**src/rtl/tdi_consts.svh**
```systemverilog
// offsets, reset values, ranges and timing counts of the threshold input bank
// assumes a 200 MHz system clock and word-aligned AHB-Lite register access
// ==========================================================================
// Operation
// - eight isolated inputs, two groups of four
// - channel number is preceding count plus one..eight
// - every channel sampled once per 5 ms scan
// - per-channel pickup level 16.0-200.0 V, default 88
// - per-channel dropout level 10.0-200.0 V, default 60
// - normal sense: above pickup on, below dropout off
// - inverted sense: above pickup off, below dropout on
// - rise qualify delay 0-1800 s, ms steps
// - fall qualify delay 0-1800 s, ms steps
// - alternating mode adds 30 ms before deactivation
// - alternating mode dropout equals ten percent pickup
// - 32-bit tally counts each rising status change
// - writing one to clear command zeroes tally
// - live voltage readout 0-275 V, millivolt steps
// - all channel settings independent of each other
`ifndef TDI_CONSTS_SVH
`define TDI_CONSTS_SVH

// ==========================================================================
// timing
`define TDI_CLK_MHZ        200
`define TDI_SCAN_MS        5
`define TDI_SCAN_CYCLES    (`TDI_SCAN_MS * 1000 * `TDI_CLK_MHZ)
`define TDI_SCAN_STEP_MS   22'h000005
`define TDI_AC_EXTRA_MS    22'h00001E

// ==========================================================================
// register map, byte addresses
`define TDI_OFS_BASE       12'h000
`define TDI_OFS_STATE      12'h004
`define TDI_CH_REGION      12'h100
`define TDI_CH_STRIDE      12'h020
`define TDI_REG_CFG        3'h0
`define TDI_REG_PICKUP     3'h1
`define TDI_REG_DROPOUT    3'h2
`define TDI_REG_RISE       3'h3
`define TDI_REG_FALL       3'h4
`define TDI_REG_TALLY      3'h5
`define TDI_REG_CLEAR      3'h6
`define TDI_REG_VOLT       3'h7

// ==========================================================================
// fields, limits and reset values (levels in 0.1 V units)
`define TDI_CFG_SENSE_BIT  0
`define TDI_CFG_AC_BIT     1
`define TDI_CFG_NUM_LSB    8
`define TDI_PICKUP_RST     16'h0370
`define TDI_DROPOUT_RST    16'h0258
`define TDI_PICKUP_MIN     16'h00A0
`define TDI_DROPOUT_MIN    16'h0064
`define TDI_LEVEL_MAX      16'h07D0
`define TDI_DELAY_MAX      21'h1B7740
`define TDI_MV_PER_DV      20'h00064
`define TDI_MV_PER_PCT     20'h0000A
`define TDI_CLEAR_CMD      32'h00000001

`endif

```
**src/rtl/tdi_pkg.sv**
```systemverilog
// types shared by the threshold input bank modules
// assumes tdi_consts.svh is on the include path
package tdi_pkg;
  localparam int NUM_CH = 8;
  typedef logic [19:0] tdi_mv_t;
  typedef logic [15:0] tdi_dv_t;
  typedef logic [20:0] tdi_ms_t;
  typedef logic [31:0] tdi_word_t;
endpackage

```
**src/rtl/tdi_bank.sv**
```systemverilog
// eight-channel threshold input bank with AHB-Lite register slave
// assumes voltage samples in millivolts arrive from logic on mclk_in
`timescale 1ns/1ps
`include "tdi_consts.svh"
module tdi_bank #(
  parameter int unsigned SCAN_CYCLES = `TDI_SCAN_CYCLES
) (
  input  wire logic                          mclk_in,
  input  wire logic                          rst_n_in,
  input  wire logic                          hsel_in,
  input  wire logic [31:0]                   haddr_in,
  input  wire logic [1:0]                    htrans_in,
  input  wire logic                          hwrite_in,
  input  wire logic [2:0]                    hsize_in,
  input  wire logic [31:0]                   hwdata_in,
  input  wire logic                          hready_in,
  input  wire tdi_pkg::tdi_mv_t [7:0]        volt_in,
  output logic                               hreadyout_out,
  output logic                               hresp_out,
  output tdi_pkg::tdi_word_t                 hrdata_out,
  output logic [7:0]                         state_out
);
  import tdi_pkg::*;

  // ========================================================================
  // scan pulse, one clock every 5 ms
  logic [31:0] scan_cnt_q;
  logic        scan_q;
  wire         scan_wrap = scan_cnt_q >= (SCAN_CYCLES - 32'd1);

  always_ff @(posedge mclk_in or negedge rst_n_in) begin
    if (!rst_n_in) begin
      scan_cnt_q <= 32'h00000000;
      scan_q     <= 1'b0;
    end else begin
      scan_cnt_q <= scan_wrap ? 32'h00000000 : scan_cnt_q + 32'h00000001;
      scan_q     <= scan_wrap;
    end
  end

  // ========================================================================
  // bus address phase
  logic        wr_pend_q;
  logic [11:0] wr_addr_q;
  wire         accept  = hsel_in && htrans_in[1] && hready_in;
  wire  [11:0] a_ofs   = haddr_in[11:0];
  wire         a_ch    = (a_ofs & 12'hF00) == `TDI_CH_REGION;
  wire  [2:0]  a_idx   = a_ofs[7:5];
  wire  [2:0]  a_reg   = a_ofs[4:2];
  wire         w_ch    = (wr_addr_q & 12'hF00) == `TDI_CH_REGION;
  wire  [2:0]  w_idx   = wr_addr_q[7:5];
  wire  [2:0]  w_reg   = wr_addr_q[4:2];

  // ========================================================================
  // per-channel settings, each held apart from the others
  logic [7:0]       base_q;
  logic [7:0]       sense_q;
  logic [7:0]       ac_q;
  tdi_dv_t [7:0]    pickup_q;
  tdi_dv_t [7:0]    dropout_q;
  tdi_ms_t [7:0]    rise_q;
  tdi_ms_t [7:0]    fall_q;
  logic [7:0]       clear_q;
  tdi_word_t [7:0]  tally;
  logic [7:0]       chan_state;

  // out-of-range writes are clamped rather than refused
  function automatic tdi_dv_t clamp_dv(input logic [31:0] v, input tdi_dv_t lo);
    tdi_dv_t r;
    r = lo;
    if (v > 32'(`TDI_LEVEL_MAX)) begin
      r = `TDI_LEVEL_MAX;
    end else if (v > 32'(lo)) begin
      r = v[15:0];
    end
    return r;
  endfunction

  function automatic tdi_ms_t clamp_ms(input logic [31:0] v);
    tdi_ms_t r;
    r = (v > 32'(`TDI_DELAY_MAX)) ? `TDI_DELAY_MAX : v[20:0];
    return r;
  endfunction

  wire base_wr = wr_pend_q && (wr_addr_q == `TDI_OFS_BASE);

  always_ff @(posedge mclk_in or negedge rst_n_in) begin
    if (!rst_n_in) begin
      base_q <= 8'h00;
    end else if (base_wr) begin
      base_q <= hwdata_in[7:0];
    end
  end

  genvar g;
  generate
    for (g = 0; g < NUM_CH; g++) begin : gen_ch
      wire sel = wr_pend_q && w_ch && (w_idx == 3'(g));

      always_ff @(posedge mclk_in or negedge rst_n_in) begin
        if (!rst_n_in) begin
          sense_q[g]   <= 1'b0;
          ac_q[g]      <= 1'b0;
          pickup_q[g]  <= `TDI_PICKUP_RST;
          dropout_q[g] <= `TDI_DROPOUT_RST;
          rise_q[g]    <= 21'h000000;
          fall_q[g]    <= 21'h000000;
          clear_q[g]   <= 1'b0;
        end else begin
          clear_q[g] <= sel && (w_reg == `TDI_REG_CLEAR)
                        && (hwdata_in == `TDI_CLEAR_CMD);
          if (sel) begin
            unique case (w_reg)
              `TDI_REG_CFG: begin
                sense_q[g] <= hwdata_in[`TDI_CFG_SENSE_BIT];
                ac_q[g]    <= hwdata_in[`TDI_CFG_AC_BIT];
              end
              `TDI_REG_PICKUP:  pickup_q[g]  <= clamp_dv(hwdata_in, `TDI_PICKUP_MIN);
              `TDI_REG_DROPOUT: dropout_q[g] <= clamp_dv(hwdata_in, `TDI_DROPOUT_MIN);
              `TDI_REG_RISE:    rise_q[g]    <= clamp_ms(hwdata_in);
              `TDI_REG_FALL:    fall_q[g]    <= clamp_ms(hwdata_in);
              default: begin
              end
            endcase
          end
        end
      end

      tdi_channel u_ch (
        .mclk_in    (mclk_in),
        .rst_n_in   (rst_n_in),
        .scan_in    (scan_q),
        .volt_in    (volt_in[g]),
        .sense_in   (sense_q[g]),
        .ac_in      (ac_q[g]),
        .pickup_in  (pickup_q[g]),
        .dropout_in (dropout_q[g]),
        .rise_in    (rise_q[g]),
        .fall_in    (fall_q[g]),
        .clear_in   (clear_q[g]),
        .state_out  (chan_state[g]),
        .tally_out  (tally[g])
      );
    end
  endgenerate

  assign state_out = chan_state;

  // ========================================================================
  // read mux, decoded in the address phase
  wire [7:0] ch_num = base_q + 8'(a_idx) + 8'h01;
  tdi_word_t ch_rd;
  tdi_word_t rd_d;

  always_comb begin
    ch_rd = 32'h00000000;
    unique case (a_reg)
      `TDI_REG_CFG: begin
        ch_rd[`TDI_CFG_SENSE_BIT] = sense_q[a_idx];
        ch_rd[`TDI_CFG_AC_BIT]    = ac_q[a_idx];
        ch_rd[15:8]               = ch_num;
      end
      `TDI_REG_PICKUP:  ch_rd = 32'(pickup_q[a_idx]);
      `TDI_REG_DROPOUT: ch_rd = 32'(dropout_q[a_idx]);
      `TDI_REG_RISE:    ch_rd = 32'(rise_q[a_idx]);
      `TDI_REG_FALL:    ch_rd = 32'(fall_q[a_idx]);
      `TDI_REG_TALLY:   ch_rd = tally[a_idx];
      `TDI_REG_CLEAR:   ch_rd = 32'h00000000;
      `TDI_REG_VOLT:    ch_rd = 32'(volt_in[a_idx]);
    endcase
  end

  assign rd_d = a_ch                        ? ch_rd :
                (a_ofs == `TDI_OFS_BASE)    ? 32'(base_q) :
                (a_ofs == `TDI_OFS_STATE)   ? 32'(chan_state) : 32'h00000000;

  // ========================================================================
  // bus response: zero wait, always okay
  always_ff @(posedge mclk_in or negedge rst_n_in) begin
    if (!rst_n_in) begin
      wr_pend_q     <= 1'b0;
      wr_addr_q     <= 12'h000;
      hrdata_out    <= 32'h00000000;
      hreadyout_out <= 1'b1;
      hresp_out     <= 1'b0;
    end else begin
      wr_pend_q     <= accept && hwrite_in;
      hreadyout_out <= 1'b1;
      hresp_out     <= 1'b0;
      if (accept) begin
        wr_addr_q <= {a_ofs[11:2], 2'b00};
        if (!hwrite_in) begin
          hrdata_out <= rd_d;
        end
      end
    end
  end
endmodule

```
**src/rtl/tdi_channel.sv**
```systemverilog
// one input channel: hysteresis comparator, qualify delays, rising tally
// assumes a one-cycle scan pulse and a voltage sample on the same clock
`timescale 1ns/1ps
`include "tdi_consts.svh"
module tdi_channel (
  input  wire logic             mclk_in,
  input  wire logic             rst_n_in,
  input  wire logic             scan_in,
  input  wire tdi_pkg::tdi_mv_t volt_in,
  input  wire logic             sense_in,
  input  wire logic             ac_in,
  input  wire tdi_pkg::tdi_dv_t pickup_in,
  input  wire tdi_pkg::tdi_dv_t dropout_in,
  input  wire tdi_pkg::tdi_ms_t rise_in,
  input  wire tdi_pkg::tdi_ms_t fall_in,
  input  wire logic             clear_in,
  output logic                  state_out,
  output tdi_pkg::tdi_word_t    tally_out
);
  import tdi_pkg::*;

  // ========================================================================
  // comparator
  logic        energ_q;
  logic [21:0] elapsed_q;
  wire  [19:0] pick_mv = 20'(pickup_in) * `TDI_MV_PER_DV;
  wire  [19:0] drop_mv = ac_in ? 20'(pickup_in) * `TDI_MV_PER_PCT
                               : 20'(dropout_in) * `TDI_MV_PER_DV;
  // between the levels the old state holds
  wire energ_d = (volt_in > pick_mv) ? 1'b1 :
                 (volt_in < drop_mv) ? 1'b0 : energ_q;
  wire raw     = energ_d ^ sense_in;

  // ========================================================================
  // qualify delays, counted in whole scans of 5 ms
  wire [21:0] need_ms = raw ? {1'b0, rise_in}
                            : {1'b0, fall_in}
                              + (ac_in ? `TDI_AC_EXTRA_MS : 22'h000000);
  wire        differ  = raw != state_out;
  wire        fire    = differ && (elapsed_q >= need_ms);
  wire        rise    = scan_in && fire && raw;

  always_ff @(posedge mclk_in or negedge rst_n_in) begin
    if (!rst_n_in) begin
      energ_q   <= 1'b0;
      elapsed_q <= 22'h000000;
      state_out <= 1'b0;
    end else if (scan_in) begin
      energ_q <= energ_d;
      if (!differ || fire) begin
        elapsed_q <= 22'h000000; // reverting cancels the pending change
      end else begin
        elapsed_q <= elapsed_q + `TDI_SCAN_STEP_MS;
      end
      if (fire) begin
        state_out <= raw;
      end
    end
  end

  // ========================================================================
  // tally; a rise in the clear cycle still counts
  always_ff @(posedge mclk_in or negedge rst_n_in) begin
    if (!rst_n_in) begin
      tally_out <= 32'h00000000;
    end else if (rise) begin
      tally_out <= clear_in ? 32'h00000001 : tally_out + 32'h00000001;
    end else if (clear_in) begin
      tally_out <= 32'h00000000;
    end
  end
endmodule

```
**config.mk**
```make
export PLATFORM = sky130hd
export DESIGN_NAME = tdi_bank
export DESIGN_NICKNAME = d
export VERILOG_FILES = /design/src/rtl/tdi_pkg.sv /design/src/rtl/tdi_bank.sv /design/src/rtl/tdi_channel.sv
export VERILOG_INCLUDE_DIRS = /design/src /design/src/rtl
export SDC_FILE = /design/constraint.sdc
export NUM_CORES = 2
export LEC_CHECK = 0
export BUFFER_PORTS_ARGS = -buffer_cell sky130_fd_sc_hd__buf_2
export CORE_ASPECT_RATIO = 1.4
export CORE_MARGIN = 4
export CORE_UTILIZATION = 40
export DETAILED_ROUTE_END_ITERATION = 7
export PLACE_DENSITY = 0.65
export SYNTH_ARGS = -nofsm -noshare
export SYNTH_HDL_FRONTEND = slang
export SYNTH_SLANG_ARGS = --single-unit
export TNS_END_PERCENT = 10
```
**constraint.sdc**
```tcl
create_clock -name mclk_in -period 22.3 [get_ports mclk_in]
set_clock_uncertainty 0.1 [all_clocks]
set_input_delay 5.575 -clock mclk_in [delete_from_list [all_inputs] [get_ports mclk_in]]
set_output_delay 5.575 -clock mclk_in [all_outputs]
set_load 0.005 [all_outputs]
```
**Yosys cells after proc, flatten, opt, wreduce, memory -nomap -nowiden**

Cells that the tools add are included.
W data, S select, Z words.

- Flip-flop bits (word level): 1148
- Input port bits: 234
- Output and inout bits: 42
- Word-level logic and storage cells: 447

- $add $sub $neg: 27
- Multiply operators: 24
- $lt $le $gt $ge: 30
- Equality and inequality tests: 31
- Multiplexer cells: 101
- Bitwise logic cells: 9
- Reductions and logical operators: 131

Operator list:

| cell | number |
|---|---|
| $mux W32 | 27 |
| $mux W22 | 16 |
| $add A32 B1 Y32 const B | 9 |
| $mul A16 B5 Y18 const B | 16 |
| $mux W20 | 9 |
| $add A21 B22 Y22 | 8 |
| $add A22 B3 Y22 const B | 8 |
| $ge A22 B22 Y1 | 8 |
| $gt A20 B20 Y1 | 8 |
| $lt A20 B20 Y1 | 8 |
| $mul A16 B3 Y19 const B | 8 |
| $bmux W21 S3 | 2 |
| $reduce_and A2 Y1 | 49 |
| $bmux W16 S3 | 2 |
| $bmux W32 S3 | 1 |
| $mux W16 | 6 |
| $pmux W16 S4 | 1 |
| $pmux W8 S8 | 1 |
| $mux W21 | 3 |
| $bmux W20 S3 | 1 |
| $logic_and A1 B1 Y1 | 53 |
| $mux W5 | 8 |
| $pmux W6 S6 | 1 |
| $eq A32 B1 Y1 const B | 1 |
| 25 further kinds | 99 |

**Logic depth before layout (Yosys ltp)**

- Word-level depth: 12
- Mapped depth: 39
- Mapped depth without buffers: 34

**Hierarchy**

Synthesis repeated with hierarchy kept, for this count alone.

- Cell total of the unflattened synthesis: 11282
- Area, all modules: 102597.1 um^2

Modules (own cells, without submodules):

| module | instances | cells each | area each (um^2) | sequential area each (um^2) |
|---|---|---|---|---|
| tdi_bank | 1 | 3080 | 34365.5 | 17606.9 |
| tdi_channel (gen_ch[4].u_ch ...) | 3 | 1031 | 8604.5 | 1401.3 |
| tdi_channel (gen_ch[1].u_ch ...) | 3 | 1025 | 8523.2 | 1401.3 |
| tdi_channel (gen_ch[7].u_ch) | 1 | 1022 | 8521.9 | 1401.3 |
| tdi_channel (gen_ch[0].u_ch) | 1 | 1012 | 8326.7 | 1401.3 |

**Worst setup path after synthesis**

Ideal clock, no wire load.

- Path type: input port to flip-flop
- From: in volt_in[7] (netlist name)
- To: reg gen_ch[0].u_ch.elapsed_q[4]
- Setup time: 0.090 ns
- Data arrival time: 10.465 ns
- Data required time: 22.110 ns
- Slack: 11.645 ns
- Stages: 22
- Buffers on the path: 3
- Cells stage by stage: ha_1 > and4_1 > o21ai_0 > a21oi_1 > a2111oi_0 > o211ai_1 > o21ai_1 > and2_1 > clkbuf_1 > clkbuf_1 > a21oi_1 > ha_1 > a21o_1 > a2111o_1 > a2111oi_0 > o211ai_1 > a211oi_1 > o221ai_1 > and2_1 > clkbuf_1 > or4_1 > o221ai_1

- Word-level cells in the longest chain between the ends: 9
- Elaborated cells between the ends (all ways): 12
- Classes of those cells: 3 x order compare; 1 x eq/ne; 4 x mux; 1 x bitwise; 3 x reduce/logical

Ends and longest elaborated chain:

| item | line | text |
|---|---|---|
| from (decl) | tdi_bank.sv:17 | `input wire tdi_pkg::tdi_mv_t [7:0] volt_in,` |
| $lt A20 B20 Y1 | tdi_channel.sv:31 | `(volt_in < drop_mv) ? 1'b0 : energ_q;` |
| $mux W1 | tdi_channel.sv:31 |  |
| $mux W1 (*) | tdi_channel.sv:30 | `wire energ_d = (volt_in > pick_mv) ? 1'b1 :` |
| $xor A1 B1 Y1 (*) | tdi_channel.sv:32 | `wire raw = energ_d ^ sense_in;` |
| $mux W22 | tdi_channel.sv:36 | `wire [21:0] need_ms = raw ? {1'b0, rise_in}` |
| $ge A22 B22 Y1 | tdi_channel.sv:40 | `wire fire = differ && (elapsed_q >= need_ms);` |
| $logic_and A1 B1 Y1 | tdi_channel.sv:40 |  |
| $logic_or A1 B1 Y1 (*) | tdi_channel.sv:50 | `if (!differ \|\| fire) begin` |
| $mux W22 (*) | tdi_channel.sv:50 |  |
| to (signal assigned) | tdi_channel.sv:53 | `` elapsed_q <= elapsed_q + `TDI_SCAN_STEP_MS; `` |
| to (decl) | tdi_channel.sv:25 | `logic [21:0] elapsed_q;` |

Every way passes the cells marked *; elsewhere a longest branch is shown, timed or not.
A chain may end at the register's enable or synchronous reset.

**Final worst setup path**

- From: in volt_in[7] (netlist name)
- To: reg gen_ch[0].u_ch.tally_out[13]

- Word-level cells in the longest chain between the ends: 10
- Elaborated cells between the ends (all ways): 13
- Classes of those cells: 3 x order compare; 1 x eq/ne; 4 x mux; 1 x bitwise; 4 x reduce/logical

Ends and longest elaborated chain:

| item | line | text |
|---|---|---|
| $lt A20 B20 Y1 | tdi_channel.sv:31 |  |
| $mux W1 | tdi_channel.sv:31 |  |
| $mux W1 (*) | tdi_channel.sv:30 |  |
| $xor A1 B1 Y1 (*) | tdi_channel.sv:32 |  |
| $mux W22 | tdi_channel.sv:36 |  |
| $ge A22 B22 Y1 | tdi_channel.sv:40 |  |
| $logic_and A1 B1 Y1 | tdi_channel.sv:40 |  |
| $logic_and A1 B1 Y1 | tdi_channel.sv:41 | `wire rise = scan_in && fire && raw;` |
| $logic_and A1 B1 Y1 (*) | tdi_channel.sv:41 |  |
| $mux W32 / $reduce_bool A2 Y1 (equally long branches) | n/a |  |
| to (signal assigned) | tdi_channel.sv:67 | `tally_out <= clear_in ? 32'h00000001 : tally_out + 32'h00000001;` |
| to (decl) | tdi_channel.sv:18 | `output tdi_pkg::tdi_word_t tally_out` |

Marks and branches as above.

==> results.yml <==
pwr:
  p_sw_mw: 2.02
  p_per_area_mw_per_mm2: 54.9
  peakVddDrop_uv: 89.3
  p_int_mw: 4.01
  p_leak_nw: 53.4
  seq_power_share_pct: 36.8
  comb_power_share_pct: 26.8
  sw_frac_of_total_pct: 33.5
  p_clk_share_pct: 36.5
floorplan:
  placementRows: 217
  io_pins: 276
  die_area_mm2: 0.260
  fp.dieH_um: 602
  core_mm2: 0.250
  start_util_pct: 40.3
  die_w_um: 432
cells_and_area:
  syn2layout_area_growth_pct: 8.99
  stdcell_area_mm2: 0.110
  mostFrequentLayoutCell: "ha_1"
  num-nets-final: 13000
  layoutNonFillerInstCount: 14600
  mostFrequentLayoutCells: "1412 x ha_1, 1108 x nand2_1, 1072 x dfrtp_1, 998 x inv_1, 893 x o21ai_0"
  layout-drive-gt1-share_pct: 9.89
  fillers: 24500
yosys:
  yosys-top-cells-area: "dfrtp_1 27%, ha_1 18%, mux4_2 5.7%"
  synth_top_cell_area_share_pct: 26.7
  ys_seq_area_share_pct: 28.6
  synth_area_per_cell_um2: 9.08
  yosys_warnings: 0
  ys_async_sr_fraction_pct: 100
  synth_ff_type: "dfrtp_1"
  ys_seq_elements: 1148
  synth_edf_count: 0
  synth_cells: 11100
  synth.distinct_cells: 96
  yosysTopAreaCell: "dfrtp_1"
  syn_area_mm2: 0.101
clock_network:
  cts_tree: "yes"
  clockBufferDepth: 3
  htree_levels: 3
  cts_setup_buffers: 0
  cts_sinks: 1148
  cts_resized: 0
  holdBufCountCts: 0
  path_clk_slew_ns: 0.07
  clockRootBuffer: "clkbuf_16"
  cts_buffers: 119
  insertion_delay_ns: 0.83
critical_path:
  endpoint_kind: "flop"
  r2r_setup_slack_ns: 11.52
  start_kind: "input pin"
  r2r_cells: 33
  reg2reg_to: "gen_ch[6].u_ch.tally_out[6]"
  slowest_stage: "a2111oi_0"
  crit_family: "simple AND/OR/NAND/NOR gates"
  worstSetupStartpoint: "volt_in[7]"
  timing.rr.start: "pickup_q[99]"
  worstPathArrival_ns: 13.37
  required_ns: 22.91
  cp.depth: 22
  crit_chain: "buf_2 -> ha_1 -> and4_1 -> o21ai_0 -> a21oi_1 -> a2111oi_0 -> o211ai_1 -> or3_1 -> and2_2 -> buf_4 -> nor2_1 -> a21oi_1 -> ha_1 -> nand4_1 -> nor2_1 -> a2111oi_0 -> o211ai_1 -> nand2_1 -> nor3_1 -> nand3_1 -> or3_1 -> mux2_2"
  slowest_delay_ns: 1.20
  cp_max_fo: 39
  critical_path.endpoint: "gen_ch[0].u_ch.tally_out[13]"
  crit_buf_inv: 2
  worst-setup-path-type: "input pin to flop"
grt:
  grt_start_max_net_pins: 158
  grt_usage_pct: 26.3
  antenna_found_initial: 37
  grt_pass1_vias: 81800
  overflow: 0
  grt_pass1_wl_um: 515000
route:
  ant_nets: 0
  wl_per_cell_um: 23.9
  vias_per_cell: 5.82
  drcViolationCount: 0
  wl_um: 349000
  drtPass1Iterations: 5
  vias: 84800
  drtIter0Drc: 7439
sta:
  min_period_ns: 12.75
  slew_viol_final: 0
  finalHoldViolCount: 0
  fmax_mhz: 78.4
  period_share_pct: 57.2
  worst_pin_slew_ns: 1.46
  relSlewSlack_pct: 1.92
  tns_ns: 0
  setup_viol: 0
  rsz0062_at_grt: "no"
worst_hold_path:
  worstHoldPathCells: 2
  hold_class: "flop to flop"
  min_from: "hrdata_out[20]"
status:
  status: "complete, but fails checks"
  violations: "capacitance limit"
placement:
  dp_hpwl_um: 276000
  placed_cells: 14300
  numPortBuffers: 249
  post_dp_cell_area_mm2: 0.106
  gp_congestion: 0.982
job:
  drv_cap: 1
-- metal layers --
metal | up-vias | GRT usage, % | share of wire (%)
met5 | - | 0 | 0.035
met4 | 18 | 17.7 | 8.2
met3 | 915 | 5.72 | 8.5
met2 | 3208 | 40.9 | 44
met1 | 41200 | 32.7 | 39
li1 | 39500 | - | -
-- kinds of logic after synthesis --
family / after synthesis / synth area share (%)
xor gates and xnor gates: 667 / 5.88
AOI/OAI and AO/OA: 2243 / 13.3
and+or+nand+nor: 3405 / 16.1
buffers and inverters: 1428 / 5.39
DFF: 1148 / 28.6
muxes: 608 / 9.38
adders and majority gates: 1605 / 21.4
other: 2 / 0.00745
-- flip-flops by register name, summed over array words and instances (netlist names) --
name / flops
scan_cnt_q: 32
gen_ch.u_ch.energ_q: 8
fall_q: 168
rise_q: 168
wr_pend_q: 1
pickup_q: 128
ac_q: 8
clear_q: 8
wr_addr_q: 10
dropout_q: 128
gen_ch.u_ch.state_out: 8
hrdata_out: 32
sense_q: 8
gen_ch.u_ch.elapsed_q: 176
base_q: 8
gen_ch.u_ch.tally_out: 256
scan_q: 1
-- cells in the mapped netlist (all sizes together) (165+ instances only) --
cell and count:
mux2i 219, nor3 207, nand3 288, nand2 1113, mux4 256, a21oi 584, xor2 278, nor2 834
dfrtp 1076, xnor2 383, o21ai 902, fa 193, nand4 165, nor2b 180, inv 999, ha 1412
clkbuf 343, a21o 177
-- power groups by stage --
stage / Clock, mW / Sequential, mW / Combinational (mW)
floorplan: 0 / 2.22 / 1.12
CTS: 2.23 / 2.21 / 1.59
detailed placement: 0 / 2.25 / 1.58
global placement: 0 / 2.25 / 1.56
finish: 2.20 / 2.22 / 1.61
global route: 2.31 / 2.22 / 1.80
-- final cells by class --
type | count | area (µm²) | area share (%)
Clock buffer | 169 | 3360 | 3.06
Inverter | 1000 | 3750 | 3.42
Timing Repair Buffer | 367 | 2210 | 2.01
Clock inverter | 57 | 848 | 0.772
Antenna cell | 21 | 52.6 | 0.0478
Tap cell | 3285 | 4110 | 3.74
Sequential cell | 1148 | 28800 | 26.2
Multi-Input combinational cell | 8542 | 66700 | 60.7
-- per-stage QoR --
stage                     hold WS [ns]  total power, mW  setup slack [ns]  util [%]
after floorplan                  0.347             3.34             11.64         -
after global placement           0.360             3.81              9.10      42.2
after detailed placement         0.361             3.83              9.05      42.2
after CTS                        0.377             6.03              9.92      43.9
after global routing             0.400             6.33              9.51      43.9
final                            0.373             6.03              9.55      43.9
-- worst register-to-register path, delay by kind of cell, from the launching register on --
family,cells,cell delay (ns)
adders and majority gates,6,2.03
buffers and inverters,2,0.54
DFF,1,0.60
muxes,1,0.39
AOI/OAI and AO/OA,18,5.64
and+or+nand+nor,6,1.44
-- how the worst min path moves through the flow --
stage                                   to  slack, ns
floorplan           gen_ch[1].u_ch.energ_q       0.35
global placement    gen_ch[1].u_ch.energ_q       0.36
finish                      hrdata_out[20]       0.37
CTS                         hrdata_out[20]       0.38
detailed placement          hrdata_out[18]       0.36
global route                hrdata_out[31]       0.40
(Power assumes the default switching activity.)
